[config.mk]
export PLATFORM = sky130hd
export DESIGN_NAME = bwd_top
export DESIGN_NICKNAME = d
export VERILOG_FILES = /design/src/logic/bwd_pkg.sv /design/src/logic/bwd_tick.sv /design/src/logic/bwd_top.sv
export VERILOG_INCLUDE_DIRS = /design/src /design/src/logic
export SDC_FILE = /design/constraint.sdc
export NUM_CORES = 1
export LEC_CHECK = 0
export ABC_AREA = 1
export BUFFER_PORTS_ARGS = -buffer_cell sky130_fd_sc_hd__buf_2
export CAP_MARGIN = 20
export CORE_ASPECT_RATIO = 1.5
export CORE_MARGIN = 3
export CORE_UTILIZATION = 25
export DETAILED_ROUTE_END_ITERATION = 10
export GPL_TIMING_DRIVEN = 0
export PLACE_DENSITY = 0.49
export SYNTH_ARGS = -nofsm -noshare
export SYNTH_HDL_FRONTEND = slang
export SYNTH_SLANG_ARGS = --single-unit
[constraint.sdc]
create_clock -name i_ref_clk -period 1.85 [get_ports i_ref_clk]
set_input_delay 0.185 -clock i_ref_clk [delete_from_list [all_inputs] [get_ports i_ref_clk]]
set_output_delay 0.185 -clock i_ref_clk [all_outputs]
set_load 0.005 [all_outputs]
[src/logic/bwd_consts.svh]
// Constants for the board watchdog timer
`ifndef BWD_CONSTS_SVH
`define BWD_CONSTS_SVH
`define BWD_UNLOCK_KEY    8'h87
`define BWD_REG_LDN       8'h07
`define BWD_REG_ACT       8'h30
`define BWD_REG_UNIT      8'hF3
`define BWD_REG_TMO       8'hF4
`define BWD_WDT_LDN       8'h08
`define BWD_UNIT_SECONDS  8'h00
`define BWD_TMO_OFF       8'h00
`define BWD_RST_BYTE      8'h00
`define BWD_CLK_HZ        20000000
`define BWD_SEC_CYCLES    (`BWD_CLK_HZ * 1)
`define BWD_RST_PULSE     16
`endif

[src/logic/bwd_pkg.sv]
// Types for the board watchdog timer
`default_nettype none
package bwd_pkg;
    typedef enum logic [1:0] {
        BWD_LOCKED = 2'b00,
        BWD_HALF   = 2'b01,
        BWD_OPEN   = 2'b11
    } bwd_cfg_state_t;
    typedef struct packed {
        logic       wr;
        logic       rd;
        logic       sel_data;
        logic [7:0] wdata;
    } bwd_io_t;
endpackage
`default_nettype wire

[src/logic/bwd_tick.sv]
// One-second tick prescaler for the board watchdog timer
`timescale 1ns/1ps
`default_nettype none
`include "bwd_consts.svh"
module bwd_tick #(
    parameter int unsigned DIV = `BWD_SEC_CYCLES
) (
    input  wire logic i_ref_clk,
    input  wire logic i_arst_n,
    input  wire logic i_ce,
    input  wire logic i_clear,
    output logic      o_tick
);
    localparam int unsigned W = $clog2(DIV + 1);
    logic [W-1:0] cnt;
    wire          wrap = (cnt == W'(DIV - 1));
    assign o_tick = i_ce & wrap & ~i_clear;
    always_ff @(posedge i_ref_clk or negedge i_arst_n) begin
        if (!i_arst_n) begin
            cnt <= '0;
        end else if (i_ce) begin
            if (i_clear || wrap) begin
                cnt <= '0;
            end else begin
                cnt <= cnt + W'(1);
            end
        end
    end
endmodule
`default_nettype wire

[src/logic/bwd_top.sv]
// Board watchdog timer behind an index/data configuration port pair
`timescale 1ns/1ps
`default_nettype none
`include "bwd_consts.svh"
module bwd_top
    import bwd_pkg::*;
#(
    parameter int unsigned SEC_CYCLES = `BWD_SEC_CYCLES,
    parameter int unsigned RST_CYCLES = `BWD_RST_PULSE
) (
    input  wire logic          i_ref_clk,
    input  wire logic          i_arst_n,
    input  wire logic          i_ce,
    input  wire bwd_pkg::bwd_io_t i_io,
    input  wire logic          i_refresh,
    output logic [7:0]         o_rdata,
    output logic               o_running,
    output logic               o_sys_rst
);
    import bwd_pkg::*;

    bwd_cfg_state_t cfg_state;
    logic [7:0]     index;
    logic [7:0]     ldn;
    logic [7:0]     activate;
    logic [7:0]     unit;
    logic [7:0]     tmo;
    logic [7:0]     remain;
    logic [7:0]     rst_cnt;
    logic           tick;

    wire idx_wr   = i_io.wr & ~i_io.sel_data;
    wire dat_wr   = i_io.wr & i_io.sel_data;
    wire key_wr   = idx_wr & (i_io.wdata == `BWD_UNLOCK_KEY);
    wire is_open  = (cfg_state == BWD_OPEN);
    wire wdt_sel  = (ldn == `BWD_WDT_LDN);
    wire wr_ldn   = is_open & dat_wr & (index == `BWD_REG_LDN);
    wire wr_act   = is_open & dat_wr & wdt_sel & (index == `BWD_REG_ACT);
    wire wr_unit  = is_open & dat_wr & wdt_sel & (index == `BWD_REG_UNIT);
    wire wr_tmo   = is_open & dat_wr & wdt_sel & (index == `BWD_REG_TMO);
    wire active   = activate[0];
    wire seconds  = (unit == `BWD_UNIT_SECONDS);
    wire run_now  = active & seconds & (tmo != `BWD_TMO_OFF);
    wire new_tmo  = wr_tmo & (i_io.wdata != `BWD_TMO_OFF);
    wire reload   = new_tmo | (i_refresh & run_now);
    wire expire   = run_now & tick & (remain == 8'h01) & ~reload;

    logic [7:0] next_rdata;
    always_comb begin
        next_rdata = 8'h00;
        if (!is_open) begin
            next_rdata = 8'h00;
        end else if (!i_io.sel_data) begin
            next_rdata = index;
        end else if (index == `BWD_REG_LDN) begin
            next_rdata = ldn;
        end else if (!wdt_sel) begin
            next_rdata = 8'h00;
        end else if (index == `BWD_REG_ACT) begin
            next_rdata = activate;
        end else if (index == `BWD_REG_UNIT) begin
            next_rdata = unit;
        end else if (index == `BWD_REG_TMO) begin
            next_rdata = remain;
        end
    end

    bwd_tick #(
        .DIV (SEC_CYCLES)
    ) u_tick (
        .i_ref_clk (i_ref_clk),
        .i_arst_n  (i_arst_n),
        .i_ce      (i_ce),
        .i_clear   (reload | ~run_now),
        .o_tick    (tick)
    );

    // Unlock sequence: two back-to-back key writes to the index port
    always_ff @(posedge i_ref_clk or negedge i_arst_n) begin
        if (!i_arst_n) begin
            cfg_state <= BWD_LOCKED;
        end else if (i_ce && idx_wr && !is_open) begin
            case (cfg_state)
                BWD_LOCKED: cfg_state <= key_wr ? BWD_HALF : BWD_LOCKED;
                BWD_HALF:   cfg_state <= key_wr ? BWD_OPEN : BWD_LOCKED;
                default:    cfg_state <= BWD_LOCKED;
            endcase
        end
    end

    always_ff @(posedge i_ref_clk or negedge i_arst_n) begin
        if (!i_arst_n) begin
            index <= `BWD_RST_BYTE;
        end else if (i_ce && is_open && idx_wr) begin
            index <= i_io.wdata;
        end
    end

    always_ff @(posedge i_ref_clk or negedge i_arst_n) begin
        if (!i_arst_n) begin
            ldn      <= `BWD_RST_BYTE;
            activate <= `BWD_RST_BYTE;
            unit     <= `BWD_RST_BYTE;
            tmo      <= `BWD_RST_BYTE;
        end else if (i_ce) begin
            if (wr_ldn) begin
                ldn <= i_io.wdata;
            end
            if (wr_act) begin
                activate <= i_io.wdata;
            end
            if (wr_unit) begin
                unit <= i_io.wdata;
            end
            if (wr_tmo) begin
                tmo <= i_io.wdata;
            end
        end
    end

    // Seconds left; reloads from the programmed or newly written value
    always_ff @(posedge i_ref_clk or negedge i_arst_n) begin
        if (!i_arst_n) begin
            remain <= `BWD_RST_BYTE;
        end else if (i_ce) begin
            if (new_tmo) begin
                remain <= i_io.wdata;
            end else if (wr_tmo) begin
                remain <= `BWD_TMO_OFF;
            end else if (reload) begin
                remain <= tmo;
            end else if (!run_now) begin
                remain <= tmo;
            end else if (tick && remain != 8'h00) begin
                remain <= remain - 8'h01;
            end
        end
    end

    // Reset pulse of fixed length on expiry
    always_ff @(posedge i_ref_clk or negedge i_arst_n) begin
        if (!i_arst_n) begin
            rst_cnt <= 8'h00;
        end else if (i_ce) begin
            if (expire) begin
                rst_cnt <= 8'(RST_CYCLES);
            end else if (rst_cnt != 8'h00) begin
                rst_cnt <= rst_cnt - 8'h01;
            end
        end
    end

    always_ff @(posedge i_ref_clk or negedge i_arst_n) begin
        if (!i_arst_n) begin
            o_rdata   <= 8'h00;
            o_running <= 1'b0;
            o_sys_rst <= 1'b0;
        end else if (i_ce) begin
            o_rdata   <= i_io.rd ? next_rdata : o_rdata;
            o_running <= run_now;
            o_sys_rst <= expire | (rst_cnt > 8'h01);
        end
    end

    property p_unlock;
        @(posedge i_ref_clk) disable iff (!i_arst_n)
        (i_ce && cfg_state == BWD_HALF && key_wr) |=> is_open;
    endproperty
    a_unlock: assert property (p_unlock) else $error("unlock failed");

    property p_locked_no_write;
        @(posedge i_ref_clk) disable iff (!i_arst_n)
        (!is_open && dat_wr) |=> $stable(ldn);
    endproperty
    a_locked_no_write: assert property (p_locked_no_write) else $error("locked write");

    property p_ldn_gate;
        @(posedge i_ref_clk) disable iff (!i_arst_n)
        (!wdt_sel && dat_wr && index == `BWD_REG_TMO) |=> $stable(tmo);
    endproperty
    a_ldn_gate: assert property (p_ldn_gate) else $error("bad routing");

    property p_unit;
        @(posedge i_ref_clk) disable iff (!i_arst_n)
        (i_ce && unit != `BWD_UNIT_SECONDS) |=> !o_running;
    endproperty
    a_unit: assert property (p_unit) else $error("runs without seconds");

    property p_zero_off;
        @(posedge i_ref_clk) disable iff (!i_arst_n)
        (i_ce && wr_tmo && i_io.wdata == `BWD_TMO_OFF) |=> ##1 !o_running;
    endproperty
    a_zero_off: assert property (p_zero_off) else $error("zero not off");

    property p_refresh;
        @(posedge i_ref_clk) disable iff (!i_arst_n)
        (i_ce && i_refresh && run_now && !wr_tmo) |=> (remain == $past(tmo));
    endproperty
    a_refresh: assert property (p_refresh) else $error("no reload");

    property p_wr_reload;
        @(posedge i_ref_clk) disable iff (!i_arst_n)
        (i_ce && new_tmo) |=> (remain == $past(i_io.wdata));
    endproperty
    a_wr_reload: assert property (p_wr_reload) else $error("write no reload");

    property p_expire;
        @(posedge i_ref_clk) disable iff (!i_arst_n)
        (i_ce && expire) |=> o_sys_rst;
    endproperty
    a_expire: assert property (p_expire) else $error("no reset");
endmodule
`default_nettype wire

==> metrics <==
Fmax 0.538 GHz; startpoint-to-endpoint class of the critical path register to register; Core ar. 21300 um^2; final layout net count 870; die width 127 um; number of clock sinks seen by CTS 93; failing checks setup timing; RSZ-0062 raised after global routing true; number of buffers on the longest clock path 2; Fin Clk Skew 14.4 ps; number of buffers created by CTS 9; overall via count from detail_route 5157; relative area change from synthesis to final layout 26.1%; CP Launch Type register; worst vdd ir 392 uV; leading cell types in the layout, fill and taps excluded 226 x sky130_fd_sc_hd__nand2_1, 93 x sky130_fd_sc_hd__dfrtp_1, 92 x sky130_fd_sc_hd__inv_1; final number of max-transition violations 0; CTS tree built; number of input and output port buffers inserted 24; detailed placer's ending HPWL 12600 um; overall routing resource usage 0.145; total overflow reported by the global router 0; most frequent standard cell in the layout excluding fill and tap cells sky130_fd_sc_hd__nand2_1; FF/Latch Area 2330 um^2; number of rows in the core area 65; Worst-Margin Slew 683 ps; number of maximum-capacitance constraint violations 0; Yosys warnings 0; fraction of the cycle the final worst path needs 1.01; count of endpoints failing setup in the final report 5; multi-input gate area in the final layout 2980 um^2; flip-flop and latch count after synthesis 93; DRC errors left 0; mean number of vias per cell 4.59; leakage power 3.39 nW; first-pass GRT wire length 27200 um; cell area after placement 5990 um^2; number of top-level pins 25; worst max-slew margin expressed relative to the limit 0.545; sequential fraction of the synthesis area 0.423; synthesized netlist net count 788; number of antenna cells inserted 0; power per cell area 741 nW/um^2; final critical delay including setup and external delays 1860 ps; number of iterations in the first detailed-routing pass 6; final instance area 6940 um^2; maximum number of pins on one net before global-route repair 48; Fin. Hold Viols 0; number of distinct library cells after synthesis 36; Synth Instances 768; fraction of layout instances using a drive strength above 1 0.209; Max FO, Critical Path 8; root cell of the clock tree sky130_fd_sc_hd__clkbuf_16; Data required, critical path 2140 ps; area of the die 23900 um^2; gp weighted congestion 0.854; detailed-route wire length 17100 um; via count of the first global-routing pass 5188; Post-Syn Area 5500 um^2; core utilization of the finished layout 0.326; min-delay worst type input pin to register; initial antenna violation count 0; Synth Area per Inst 7.17 um^2; clock network latency to the later pin of the worst-skew pair 360 ps; worst-case setup margin in the final layout -10.4 ps; result of the run finished, violations left; wire length per cell 15.2 um; Antenna Violating Nets Remaining 0; number of DRC markers in iteration 0 309; number of levels in the clock H-tree 3; kind of end point of the critical path register; fill count 2339; initial core utilization 0.258; overall die height 188 um; Worst EP arrival 2150 ps; clock transition at the registers of the reported paths 70 ps
[cell usage after synthesis (all sizes together)]
library cell	number	area share
dfrtp	93	0.42
nand4	20	0.024
inv	104	0.071
xnor2	3	0.0048
o211ai	6	0.0082
o22ai	1	0.0011
buf	8	0.010
or2	1	0.0011
nor4	5	0.0068
ha	5	0.011
o221ai	1	0.0016
o21ai	66	0.060
nand3b	4	0.0055
nor2	82	0.061
and3	1	0.0011
nor3	22	0.023
nand2	250	0.18
xor2	19	0.030
clkbuf	4	0.0027
nand3	55	0.056
a21oi	17	0.018
nor3b	1	0.0023
[flip-flops by register name, indices dropped and copies added (netlist names)]
name and count:
rst_cnt 8, index 8, o_running 1, ldn 8
activate 8, u_tick.cnt 25, tmo 8, unit 8
remain 8, cfg_state 2, o_rdata 8, o_sys_rst 1
[critical path, cell delays in order, from the launching register on]
cell and delay [ps]:
sky130_fd_sc_hd__dfrtp_1 400, sky130_fd_sc_hd__ha_4 190, sky130_fd_sc_hd__nand2_4 60, sky130_fd_sc_hd__nor2_4 110
sky130_fd_sc_hd__nand2_2 80, sky130_fd_sc_hd__nor2_2 120, sky130_fd_sc_hd__nand2_2 80, sky130_fd_sc_hd__nor2_4 180
sky130_fd_sc_hd__nand4_4 140, sky130_fd_sc_hd__a21oi_4 280, sky130_fd_sc_hd__nand2_1 90, sky130_fd_sc_hd__nand2_1 60
[path summary, 6_finish.rpt]
path	start	endpoint	slack, ps	cells past startpoint
hold reg to reg	o_rdata[2]	o_rdata[2]	480	2
setup / recovery	u_tick.cnt[0]	remain[4]	-10	11
min in group asynchronous	i_arst_n	rst_cnt[7]	420	2
setup reg to reg	u_tick.cnt[0]	remain[4]	-10	11
max in group asynchronous	i_arst_n	tmo[6]	750	3
hold / removal	i_io[4]	index[4]	110	3
[cell type report]
| cell class | count | share of cell area |
|---|---|---|
| flip-flops and latches | 93 | 0.335 |
| multi-input cells | 559 | 0.429 |
| plain buffers | 12 | 0.0112 |
| well taps | 268 | 0.0483 |
| repair buffers | 71 | 0.0750 |
| inverters | 104 | 0.0577 |
| clock buffers | 9 | 0.0324 |
| clock inverters | 7 | 0.0115 |
[timing repair]
item | 4_1_cts | 5_1_grt
hold buffers | 1 | 0
gates resized for setup | 27 | 58
cloned | 0 | 2
setup buffers | 12 | 31
hold endpoints to repair | 46 | 0
endpoints found under the setup margin | 73 | 73
pin swaps | 11 | 39
[routing by layer]
layer	share of wire	track usage
met1	0.40	0.159
met2	0.55	0.277
met3	0.024	0.0219
met4	0.032	0.0549
met5	0	0
[report_power, final]
part           switching [mW]  internal (mW)  total (mW)
clock                   0.875           1.07        1.94
combinational           0.531          0.324       0.855
sequential              0.169           2.18        2.35
[metrics by stage]
stage,hold WS [ps],setup TNS (ps),power [mW],cells,setup slack [ps]
floorplan,-111,0,2.86,768,203
global placement,458,-59070,3.11,1060,-511
detailed placement,265,-12380,3.12,1061,-271
CTS,97.3,-378,5.13,1090,-46.0
global route,120,-2420,5.42,1123,-117
finish,107,-19.0,5.14,1123,-10.4
[cell families (layout without fill, tap and decap cells)]
group / Yosys count / after routing / share of synthesized area
flops: 93 / 93 / 0.423
compound gates: 91 / 91 / 0.0884
simple gates: 441 / 441 / 0.358
buf+inv: 116 / 203 / 0.0839
fa+ha+maj: 5 / 5 / 0.0114
xor+xnor: 22 / 22 / 0.0350
(Power assumes the default switching activity.)
